## src/inc/sfe_map.svh

```systemverilog
// Register map, field positions, reset values and timing counts
`ifndef SFE_MAP_SVH
`define SFE_MAP_SVH
// ***********************************************************
// Clock rate and times
// ***********************************************************
`define SFE_CLK_MHZ       100
`define SFE_GREY_MS       7000
`define SFE_LEARN_MS      5000
`define SFE_SWITCH_MS     100
`define SFE_GREY_CYC      (`SFE_GREY_MS * 1000 * `SFE_CLK_MHZ)
`define SFE_LEARN_CYC     (`SFE_LEARN_MS * 1000 * `SFE_CLK_MHZ)
`define SFE_SWITCH_CYC    (`SFE_SWITCH_MS * 1000 * `SFE_CLK_MHZ)
// ***********************************************************
// Register offsets
// ***********************************************************
`define SFE_OFS_CTRL      8'h00
`define SFE_OFS_STATUS    8'h04
`define SFE_OFS_STORED    8'h08
// ***********************************************************
// Control fields
// ***********************************************************
`define SFE_B_INSEL       0
`define SFE_B_FULLTIME    1
`define SFE_B_LOCKED      2
`define SFE_B_OVERLAY     3
`define SFE_B_EMBED       4
`define SFE_B_GPI_EN      8
`define SFE_B_GPO         9
`define SFE_CTRL_RST      32'h0000_0010
`define SFE_CTRL_MASK     32'h0000_07FF
// ***********************************************************
// Stored format/rate, supported pairs, overlay box
// ***********************************************************
`define SFE_FMT_RST       2'h1
`define SFE_RATE_RST      2'h0
`define SFE_FMT_OK_MASK   16'h0777
`define SFE_BOX_SIZE      11'h040
`define SFE_BOX_STEP      11'h002
`define SFE_BOX_COLOR     24'hFF0000
`define SFE_W720          11'h500
`define SFE_H720          11'h2D0
`define SFE_W1080         11'h780
`define SFE_H1080         11'h438
`endif

```

## src/inc/sfe_pkg.sv

```systemverilog
// Types shared by the fallback/embed control block
package sfe_pkg;
  // Output source
  typedef enum logic [1:0] {
    SFE_PASS,
    SFE_GREY,
    SFE_IMAGE
  } sfe_src_e;
  // INPUT_VALID_OUTPUT behaviour
  typedef enum logic [1:0] {
    SFE_GPO_OFF,
    SFE_GPO_VALID,
    SFE_GPO_NOTVALID,
    SFE_GPO_RSVD
  } sfe_gpo_e;
  typedef logic [1:0] sfe_fmt_t;
endpackage

```

## src/core/sfe_ctrl.sv

```systemverilog
// Fallback generator, learning and audio embed control with APB registers
//
// Contract
// - Valid selected input passes through immediately
// - Input loss gives grey for seven seconds
// - Then stored 720 or 1080 image
// - Changeover may drop lock, under two seconds
// - Full-time mode: image always, input timing only
// - Input-present follows validity, even full-time
// - Passed input keeps its format and rate
// - Generator uses stored format and rate
// - Auto mode learns after five seconds valid
// - Only supported format/rate pairs are learned
// - Locked mode never changes stored pair
// - Overlay enabled draws fixed moving red box
// - Box only on generated images
// - Eight channels, four pairs, nine embed settings
// - Channel present needs embedding and level
// - Embedding on passed and generated video
// - Passing replaces selected groups, keeps others
// - Generated video: packets only configured groups
// - Control input low disables embedding
// - Status output polarity is configurable
// - Setting selects coaxial or optical input
// - Control input ignored when function disabled
//
// Implementation choices: the placing of the registers and register access over APB.
`include "sfe_map.svh"
module sfe_ctrl
  import sfe_pkg::*;
#(
  parameter logic [31:0] GREY_CYC   = `SFE_GREY_CYC,
  parameter logic [31:0] LEARN_CYC  = `SFE_LEARN_CYC,
  parameter logic [31:0] SWITCH_CYC = `SFE_SWITCH_CYC
) (
  // Clock and reset
  input  wire logic        pclk,
  input  wire logic        presetn,
  // APB slave
  input  wire logic        psel,
  input  wire logic        penable,
  input  wire logic        pwrite,
  input  wire logic [7:0]  paddr,
  input  wire logic [31:0] pwdata,
  output logic [31:0]      prdata,
  output logic             pready,
  output logic             pslverr,
  // Receivers, same clock
  input  wire logic        coax_valid,
  input  wire logic [1:0]  coax_fmt,
  input  wire logic [1:0]  coax_rate,
  input  wire logic        opt_valid,
  input  wire logic [1:0]  opt_fmt,
  input  wire logic [1:0]  opt_rate,
  // Generator timing, same clock
  input  wire logic        gen_frame,
  // Audio level above threshold per channel, same clock
  input  wire logic [7:0]  ch_level_ok,
  // Pins
  input  wire logic        embed_disable_input,
  input  wire logic        sdi_ref_clk,
  // Video path control
  output sfe_src_e         out_src,
  output logic             out_blank,
  output logic [1:0]       out_fmt,
  output logic [1:0]       out_rate,
  output logic             img_1080,
  output logic             ref_tick,
  // Overlay
  output logic             box_on,
  output logic [10:0]      box_x,
  output logic [10:0]      box_y,
  output logic [10:0]      box_size,
  output logic [23:0]      box_color,
  // Nonvolatile store
  output logic             nv_write,
  output logic [1:0]       nv_fmt,
  output logic [1:0]       nv_rate,
  // Audio embedder
  output logic [3:0]       grp_embed,
  output logic [3:0]       grp_keep,
  output logic [3:0]       pair_embed,
  output logic [7:0]       ch_present,
  // Indicators
  output logic             input_present,
  output logic             input_valid_output
);

  // ***********************************************************
  // Input selection and synchronisers
  // ***********************************************************
  logic [31:0] ctrl;            // Control register
  logic        gpi_s1, gpi_s2;  // Control input sync
  logic        ref_s1, ref_s2;  // Reference clock sync
  logic        ref_d;           // Last sampled reference level
  logic        sel_valid;       // Selected input valid
  logic [1:0]  sel_fmt;         // Selected input format
  logic [1:0]  sel_rate;        // Selected input rate

  assign sel_valid = ctrl[`SFE_B_INSEL] ? opt_valid : coax_valid;
  assign sel_fmt   = ctrl[`SFE_B_INSEL] ? opt_fmt   : coax_fmt;
  assign sel_rate  = ctrl[`SFE_B_INSEL] ? opt_rate  : coax_rate;

  // Two-stage syncs for asynchronous pins
  always_ff @(posedge pclk or negedge presetn) begin
    if (!presetn) begin
      gpi_s1 <= 1'b1;
      gpi_s2 <= 1'b1;
      ref_s1 <= 1'b0;
      ref_s2 <= 1'b0;
      ref_d  <= 1'b0;
    end else begin
      gpi_s1 <= embed_disable_input;
      gpi_s2 <= gpi_s1;
      ref_s1 <= sdi_ref_clk;
      ref_s2 <= ref_s1;
      ref_d  <= ref_s2;
    end
  end

  // Reference edges time the generator while input valid
  always_ff @(posedge pclk or negedge presetn) begin
    if (!presetn) begin
      ref_tick <= 1'b0;
    end else begin
      ref_tick <= sel_valid & ref_s2 & ~ref_d;
    end
  end

  // ***********************************************************
  // Source state machine
  // ***********************************************************
  sfe_src_e    src, next_src;   // Current and next source
  logic [31:0] grey_cnt;        // Grey interval counter
  logic [31:0] sw_cnt;          // Changeover blank counter
  logic        fulltime;        // Full-time generation

  assign fulltime = ctrl[`SFE_B_FULLTIME];

  // Next-source decision
  always_comb begin
    next_src = src;
    case (src)
      SFE_PASS: begin
        if (fulltime) begin
          next_src = SFE_IMAGE;
        end else if (!sel_valid) begin
          next_src = SFE_GREY;
        end
      end
      SFE_GREY: begin
        if (fulltime) begin
          next_src = SFE_IMAGE;
        end else if (sel_valid) begin
          next_src = SFE_PASS;
        end else if (grey_cnt >= GREY_CYC - 32'd1) begin
          next_src = SFE_IMAGE;
        end
      end
      SFE_IMAGE: begin
        if (!fulltime && sel_valid) begin
          next_src = SFE_PASS;
        end
      end
      default: next_src = SFE_GREY;
    endcase
  end

  // Source register; grey is the power-up fallback
  always_ff @(posedge pclk or negedge presetn) begin
    if (!presetn) begin
      src <= SFE_GREY;
    end else begin
      src <= next_src;
    end
  end

  // Grey timer restarts on every entry
  always_ff @(posedge pclk or negedge presetn) begin
    if (!presetn) begin
      grey_cnt <= 32'd0;
    end else if (src != SFE_GREY) begin
      grey_cnt <= 32'd0;
    end else begin
      grey_cnt <= grey_cnt + 32'd1;
    end
  end

  // Blank output briefly across a changeover into or out of pass; the
  // generator needs time to relock and we do not try to hide it
  always_ff @(posedge pclk or negedge presetn) begin
    if (!presetn) begin
      sw_cnt <= 32'd0;
    end else if (next_src != src && (next_src == SFE_PASS || src == SFE_PASS)) begin
      sw_cnt <= SWITCH_CYC;
    end else if (sw_cnt != 32'd0) begin
      sw_cnt <= sw_cnt - 32'd1;
    end
  end

  // ***********************************************************
  // Format and rate: stored pair and learning
  // ***********************************************************
  logic [1:0]  st_fmt;          // Stored format
  logic [1:0]  st_rate;         // Stored rate
  logic [31:0] learn_cnt;       // Continuous-valid counter
  logic        learned;         // Learning done this stretch
  logic        pair_ok;         // Pair is supported
  logic        learn_now;       // Store this cycle
  logic [15:0] ok_mask;         // Supported pair table

  assign ok_mask = `SFE_FMT_OK_MASK;
  assign pair_ok = ok_mask[{sel_fmt, sel_rate}];
  // Learn only in auto mode after five seconds
  assign learn_now = sel_valid && !ctrl[`SFE_B_LOCKED] && !learned
                     && pair_ok && learn_cnt >= LEARN_CYC - 32'd1;

  // Valid-stretch counter; saturates at LEARN_CYC
  always_ff @(posedge pclk or negedge presetn) begin
    if (!presetn) begin
      learn_cnt <= 32'd0;
      learned   <= 1'b0;
    end else if (!sel_valid) begin
      learn_cnt <= 32'd0;
      learned   <= 1'b0;
    end else begin
      if (learn_cnt < LEARN_CYC) begin
        learn_cnt <= learn_cnt + 32'd1;
      end
      if (learn_now) begin
        learned <= 1'b1;
      end
    end
  end

  // Stored pair, mirrored to the nonvolatile write port
  always_ff @(posedge pclk or negedge presetn) begin
    if (!presetn) begin
      st_fmt   <= `SFE_FMT_RST;
      st_rate  <= `SFE_RATE_RST;
      nv_write <= 1'b0;
      nv_fmt   <= `SFE_FMT_RST;
      nv_rate  <= `SFE_RATE_RST;
    end else begin
      nv_write <= learn_now;
      if (learn_now) begin
        st_fmt  <= sel_fmt;
        st_rate <= sel_rate;
        nv_fmt  <= sel_fmt;
        nv_rate <= sel_rate;
      end
    end
  end

  // Video path outputs
  always_ff @(posedge pclk or negedge presetn) begin
    if (!presetn) begin
      out_src   <= SFE_GREY;
      out_blank <= 1'b0;
      out_fmt   <= `SFE_FMT_RST;
      out_rate  <= `SFE_RATE_RST;
      img_1080  <= 1'b1;
    end else begin
      out_src   <= src;
      out_blank <= (sw_cnt != 32'd0);
      // Pass keeps source format; else stored
      out_fmt   <= (src == SFE_PASS) ? sel_fmt : st_fmt;
      out_rate  <= (src == SFE_PASS) ? sel_rate : st_rate;
      img_1080  <= (st_fmt != 2'h0);
    end
  end

  // ***********************************************************
  // Moving overlay box
  // ***********************************************************
  logic [10:0] lim_x, lim_y;    // Right and bottom travel limits
  logic        dir_x, dir_y;    // Travel direction, 1 = forward

  assign lim_x = (st_fmt != 2'h0 ? `SFE_W1080 : `SFE_W720) - `SFE_BOX_SIZE;
  assign lim_y = (st_fmt != 2'h0 ? `SFE_H1080 : `SFE_H720) - `SFE_BOX_SIZE;
  assign box_size  = `SFE_BOX_SIZE;
  assign box_color = `SFE_BOX_COLOR;

  // Box shown and moved only on the stored image
  always_ff @(posedge pclk or negedge presetn) begin
    if (!presetn) begin
      box_on <= 1'b0;
      box_x  <= 11'h000;
      box_y  <= 11'h000;
      dir_x  <= 1'b1;
      dir_y  <= 1'b1;
    end else begin
      box_on <= ctrl[`SFE_B_OVERLAY] && src == SFE_IMAGE;
      if (gen_frame && src == SFE_IMAGE) begin
        if (dir_x ? box_x >= lim_x - `SFE_BOX_STEP : box_x < `SFE_BOX_STEP) begin
          dir_x <= ~dir_x;
        end else begin
          box_x <= dir_x ? box_x + `SFE_BOX_STEP : box_x - `SFE_BOX_STEP;
        end
        if (dir_y ? box_y >= lim_y - `SFE_BOX_STEP : box_y < `SFE_BOX_STEP) begin
          dir_y <= ~dir_y;
        end else begin
          box_y <= dir_y ? box_y + `SFE_BOX_STEP : box_y - `SFE_BOX_STEP;
        end
      end
    end
  end

  // ***********************************************************
  // Audio embedding
  // ***********************************************************
  logic [3:0] setting;          // Embed setting 0..8
  logic       embed_on;         // Embedder enabled now
  logic [3:0] grp_cfg;          // Groups for the setting
  logic [3:0] pair_cfg;         // Pairs for the setting

  assign setting = ctrl[`SFE_B_EMBED +: 4];
  // Low control input only counts when enabled
  assign embed_on = setting != 4'h0 && setting <= 4'h8
                    && !(ctrl[`SFE_B_GPI_EN] && !gpi_s2);

  // Settings 1-4: pairs 1-2 to one group; 5-8: all pairs
  always_comb begin
    grp_cfg  = 4'h0;
    pair_cfg = 4'h0;
    case (setting)
      4'h1, 4'h2, 4'h3, 4'h4: begin
        grp_cfg  = 4'h1 << (setting - 4'h1);
        pair_cfg = 4'h3;
      end
      4'h5: begin
        grp_cfg  = 4'h3;
        pair_cfg = 4'hF;
      end
      4'h6: begin
        grp_cfg  = 4'h6;
        pair_cfg = 4'hF;
      end
      4'h7: begin
        grp_cfg  = 4'hC;
        pair_cfg = 4'hF;
      end
      4'h8: begin
        grp_cfg  = 4'h9;
        pair_cfg = 4'hF;
      end
      default: begin
        grp_cfg  = 4'h0;
        pair_cfg = 4'h0;
      end
    endcase
  end

  // Embedder controls
  always_ff @(posedge pclk or negedge presetn) begin
    if (!presetn) begin
      grp_embed  <= 4'h0;
      grp_keep   <= 4'h0;
      pair_embed <= 4'h0;
    end else begin
      grp_embed  <= embed_on ? grp_cfg : 4'h0;
      pair_embed <= embed_on ? pair_cfg : 4'h0;
      // Input groups kept only when passing
      grp_keep   <= (src == SFE_PASS) ? ~(embed_on ? grp_cfg : 4'h0) : 4'h0;
    end
  end

  for (genvar ch = 0; ch < 8; ch++) begin : g_chp
    always_ff @(posedge pclk or negedge presetn) begin
      if (!presetn) begin
        ch_present[ch] <= 1'b0;
      end else begin
        ch_present[ch] <= embed_on && pair_cfg[ch/2] && ch_level_ok[ch];
      end
    end
  end

  // ***********************************************************
  // Indicators
  // ***********************************************************
  always_ff @(posedge pclk or negedge presetn) begin
    if (!presetn) begin
      input_present      <= 1'b0;
      input_valid_output <= 1'b0;
    end else begin
      input_present <= sel_valid;
      case (sfe_gpo_e'(ctrl[`SFE_B_GPO +: 2]))
        SFE_GPO_VALID:    input_valid_output <= sel_valid;
        SFE_GPO_NOTVALID: input_valid_output <= !sel_valid;
        default:          input_valid_output <= 1'b0;
      endcase
    end
  end

  // ***********************************************************
  // APB slave
  // ***********************************************************
  logic acc;                    // Access phase
  logic hit;                    // Mapped offset

  assign acc     = psel && penable;
  assign hit     = paddr == `SFE_OFS_CTRL || paddr == `SFE_OFS_STATUS
                   || paddr == `SFE_OFS_STORED;
  assign pready  = 1'b1;
  assign pslverr = acc && !hit;

  // Only the control word is writable
  always_ff @(posedge pclk or negedge presetn) begin
    if (!presetn) begin
      ctrl <= `SFE_CTRL_RST;
    end else if (acc && pwrite && paddr == `SFE_OFS_CTRL) begin
      ctrl <= pwdata & `SFE_CTRL_MASK;
    end
  end

  // Read mux, registered in the setup cycle
  always_ff @(posedge pclk or negedge presetn) begin
    if (!presetn) begin
      prdata <= 32'h0000_0000;
    end else if (psel && !penable && !pwrite) begin
      case (paddr)
        `SFE_OFS_CTRL:   prdata <= ctrl;
        `SFE_OFS_STATUS: prdata <= {16'h0000, ch_present, 2'h0, learned,
                                    out_blank, src, embed_on, sel_valid};
        `SFE_OFS_STORED: prdata <= {28'h0000000, st_fmt, st_rate};
        default:         prdata <= 32'h0000_0000;
      endcase
    end
  end
endmodule // sfe_ctrl

```

## config.mk

```make
export PLATFORM = sky130hd
export DESIGN_NAME = sfe_ctrl
export DESIGN_NICKNAME = d
export VERILOG_FILES = /design/src/inc/sfe_pkg.sv /design/src/core/sfe_ctrl.sv
export VERILOG_INCLUDE_DIRS = /design/src /design/src/inc
export SDC_FILE = /design/constraint.sdc
export NUM_CORES = 1
export LEC_CHECK = 0
export ABC_CLOCK_PERIOD_IN_PS = 2920
export BUFFER_PORTS_ARGS = -buffer_cell sky130_fd_sc_hd__buf_2
export CORE_MARGIN = 3
export CORE_UTILIZATION = 35
export DETAILED_ROUTE_END_ITERATION = 10
export HOLD_SLACK_MARGIN = 0.12
export MAX_ROUTING_LAYER = met4
export SLEW_MARGIN = 20
export SYNTH_ARGS = -nofsm -noshare
export SYNTH_HDL_FRONTEND = slang
export SYNTH_SLANG_ARGS = --single-unit
```

## constraint.sdc

```tcl
create_clock -name pclk -period 2.92 [get_ports pclk]
set_input_delay 0.292 -clock pclk [delete_from_list [all_inputs] [get_ports pclk]]
set_output_delay 0.292 -clock pclk [all_outputs]
set_load 0.01 [all_outputs]
```

==> metrics.cfg <==
[synth]
synth_edf_count = 0
yosysMostFrequentCell = dfrtp_1
synth_top_area_share_pct = 46.22
mappedNetlistArea_um2 = 9638
syn-mean-instance-area_um2 = 9.735
ys_ff_latch = 188
ys.warnings.count = 0
syn_inst = 990
synth_flop_cell = dfrtp_1
synthTopCellsByArea = dfrtp_1 46%, xor2_1 5.0%, nor2_1 4.6%, buf_4 4.4%, nand2_1 3.1%
synth_cell_type_count = 66
synthArstFlopShare_pct = 100.0
ys_seq_area_share_pct = 48.94
synth_top_cell_by_area = dfrtp_1
ys_top_cells_by_count = 178 x dfrtp_1, 117 x nor2_1, 79 x nand2_1

[drt]
vias = 7378
route.met2.wl_mm = 10.04
drc = 0
drt_pass1_iterations = 4
m1WireLength_mm = 10.02
drtIter0Drc = 391
routed_wl_mm = 21.30
wl_per_cell_um = 14.39
viasPerCell = 4.985
routed.top_layer = met4
final_antenna_net_count = 0
wl_met3_um = 968

[final_layout]
area_growth_pct = 17.34
layout-drive-gt1-share_pct = 17.94
final_nets = 1209
final_core_util_pct = 41.85
nFillCells = 2674
final_cell_area_um2 = 11310

[cts]
root_buffer = clkbuf_16
cts_tree = yes
cts_buffer_depth = 2
postCtsSetupBuffers = 0
htree_levels = 4
clkTransAtPathRegs_ps = 80
insertion_delay_ps = 440
clock_sinks = 188
numCtsBuffers = 17

[placement]
place_area_um2 = 10450
place.gp.congestion = 0.8387
portBuffers = 118
dpl.hpwl_mm = 14.92

[worst_hold_path]
worstHoldPathType = input port to flop
hold_start = coax_fmt[1]

[pwr]
power_density_nw_per_um2 = 501.3
clock_power_share_pct = 42.0
p_sw_share_pct = 27.94
p_seq_share_pct = 48.9
p_leak_nw = 5.273
intPower_mw = 4.085
p_sw_mw = 1.584
pwr-share-comb_pct = 9.1
max-vdd-ir-drop_mv = 0.2802

[critical_path]
start_kind = flop
reg2reg_slack_ps = 320
r2r-start = st_fmt[0]$_DFFE_PN1P_
cp_max_fo = 11
path_class = flop to flop
cp-end-kind = flop
cp.arrival_ps = 2910
crit_path_start = st_fmt[0]$_DFFE_PN1P_
cp_data_required_time_ps = 3230

[sta]
final_max_slew_viol_count = 0
fin_skew_ps = 22.87
setup_viol = 0
holdWs_ps = 215.9
finalHoldViolations = 0
setup_tns_ps = 0
fin_crit_sh_pct = 89.05
relSlewSlack_pct = 51.62
fmax_mhz = 384.6
worstMarginPinSlew_ps = 725.8
rsz0062_at_grt = false
fin_crit_ps = 2600

[job]
maxCapViolCount = 0

[floorplanning]
initial_utilization_pct = 35.66
die_width_um = 171.9
io-pin-count = 194
die_area_um2 = 29570
fp.dieH_um = 171.9
core-area_um2 = 27030
row_count = 60

[global_routing]
grt_start_max_net_pins = 85
grt_pass1_vias = 6983
grt_overflow = 0
grt_pass1_wl_mm = 34.94
antenna_found_initial = 2
track_usage_pct = 14.87

[run_status]
outcome = complete, no violations

## worst max-delay path, cell delays in order, from the launching register on
cell and delay [ps]:
dfstp_2 560, inv_1 60, nand2_1 180, inv_1 170, ha_1 300, o21ai_0 80, nor2_1 60, o41ai_1 370
and3_2 410, o21ai_0 150, xnor2_1 140
## cell type report
| type | count | area, µm² | share of cell area, % |
|---|---|---|---|
| diodes | 2 | 5.005 | 0.04425 |
| clock buffers | 17 | 425.4 | 3.761 |
| clock inverters | 15 | 210.2 | 1.859 |
| inverters | 27 | 101.3 | 0.8961 |
| multi-input cells | 732 | 4444 | 39.30 |
| flip-flops and latches | 188 | 4717 | 41.71 |
| well taps | 341 | 426.7 | 3.773 |
| repair buffers | 158 | 979.7 | 8.662 |
## registers in the layout (all words and copies together), names as in the netlist, 4 cells and up
name        count
box_x          10
learn_cnt      32
prdata         16
sw_cnt         32
box_y          10
grey_cnt       32
ctrl           11
grp_embed       4
grp_keep        4
ch_present      8
## path summary, 6_finish.rpt
kind                                          to  cells after the start
max                         box_y[7]$_DFFE_PN0P_                     10
min                        st_fmt[1]$_DFFE_PN0P_                      3
max reg2reg                 box_y[7]$_DFFE_PN0P_                     10
min reg2reg                     ref_s2$_DFF_PN0_                      0
max in group asynchronous   out_fmt[0]$_DFF_PN1_                      3
min in group asynchronous        ref_d$_DFF_PN0_                      2
## power by group through the flow
| stage | registers [mW] | clock network (mW) | logic (mW) |
|---|---|---|---|
| 6_report | 2.77 | 2.38 | 0.514 |
| 2_1_floorplan | 2.81 | 0 | 0.355 |
| 3_5_place_dp | 2.82 | 0 | 0.498 |
| 3_3_place_gp | 2.82 | 0 | 0.489 |
| 5_1_grt | 2.79 | 2.57 | 0.584 |
| 4_1_cts | 2.77 | 2.46 | 0.521 |
## logic make-up (layout without fill, tap and decap cells)
| logic type | Yosys count | in the layout | share of synthesized area, % |
|---|---|---|---|
| flops | 188 | 188 | 48.94 |
| simple gates | 411 | 411 | 21.55 |
| fa+ha+maj | 19 | 19 | 2.467 |
| buf+inv | 122 | 217 | 7.114 |
| other cells | 2 | 56 | 0.07792 |
| compound gates | 133 | 133 | 8.893 |
| xor+xnor | 87 | 87 | 7.906 |
| mux | 28 | 28 | 3.051 |
## timing repair
item / 4_1_cts / 5_1_grt
gates resized for setup: 0 / 1
hold endpoints to repair: 100 / 0
hold buffers: 22 / 0
setup endpoints to repair: 0 / 3
## per-layer routing
layer | track usage (%) | up-vias
li1 | - | 3615
met1 | 19.90 | 3584
met2 | 23.03 | 162
met3 | 2.858 | 17
met4 | 4.582 | 0
met5 | - | -
## layout by cell type (no fill, tap or decap), types with 15 or more instances in the layout
cell	synthesis	layout
nand4_1	24	24
ha_1	19	19
conb_1	2	54
dfrtp_1	178	178
nor2_1	117	117
inv_1	27	27
clkbuf_16	0	17
and3_1	17	16
xor2_1	55	55
nand3_1	44	44
buf_4	56	16
nor3_1	28	28
and2_1	15	15
nor4_1	18	18
a21oi_1	40	40
dlygate4sd3_1	0	22
mux2i_1	17	16
nand2_1	79	79
or3_1	20	20
buf_2	2	117
o21ai_0	38	38
xnor2_1	32	32
## metrics by stage
| stage | power, mW | std cells | worst slack [ps] |
|---|---|---|---|
| after floorplan | 3.162 | 1042 | 547.4 |
| after global placement | 3.310 | 1424 | 257.8 |
| after detailed placement | 3.319 | 1424 | 170.1 |
| after CTS | 5.757 | 1478 | 155.1 |
| after global routing | 5.939 | 1480 | 109.7 |
| final | 5.670 | 1480 | 319.7 |
No activity file was read; power rests on OpenSTA's default activity.
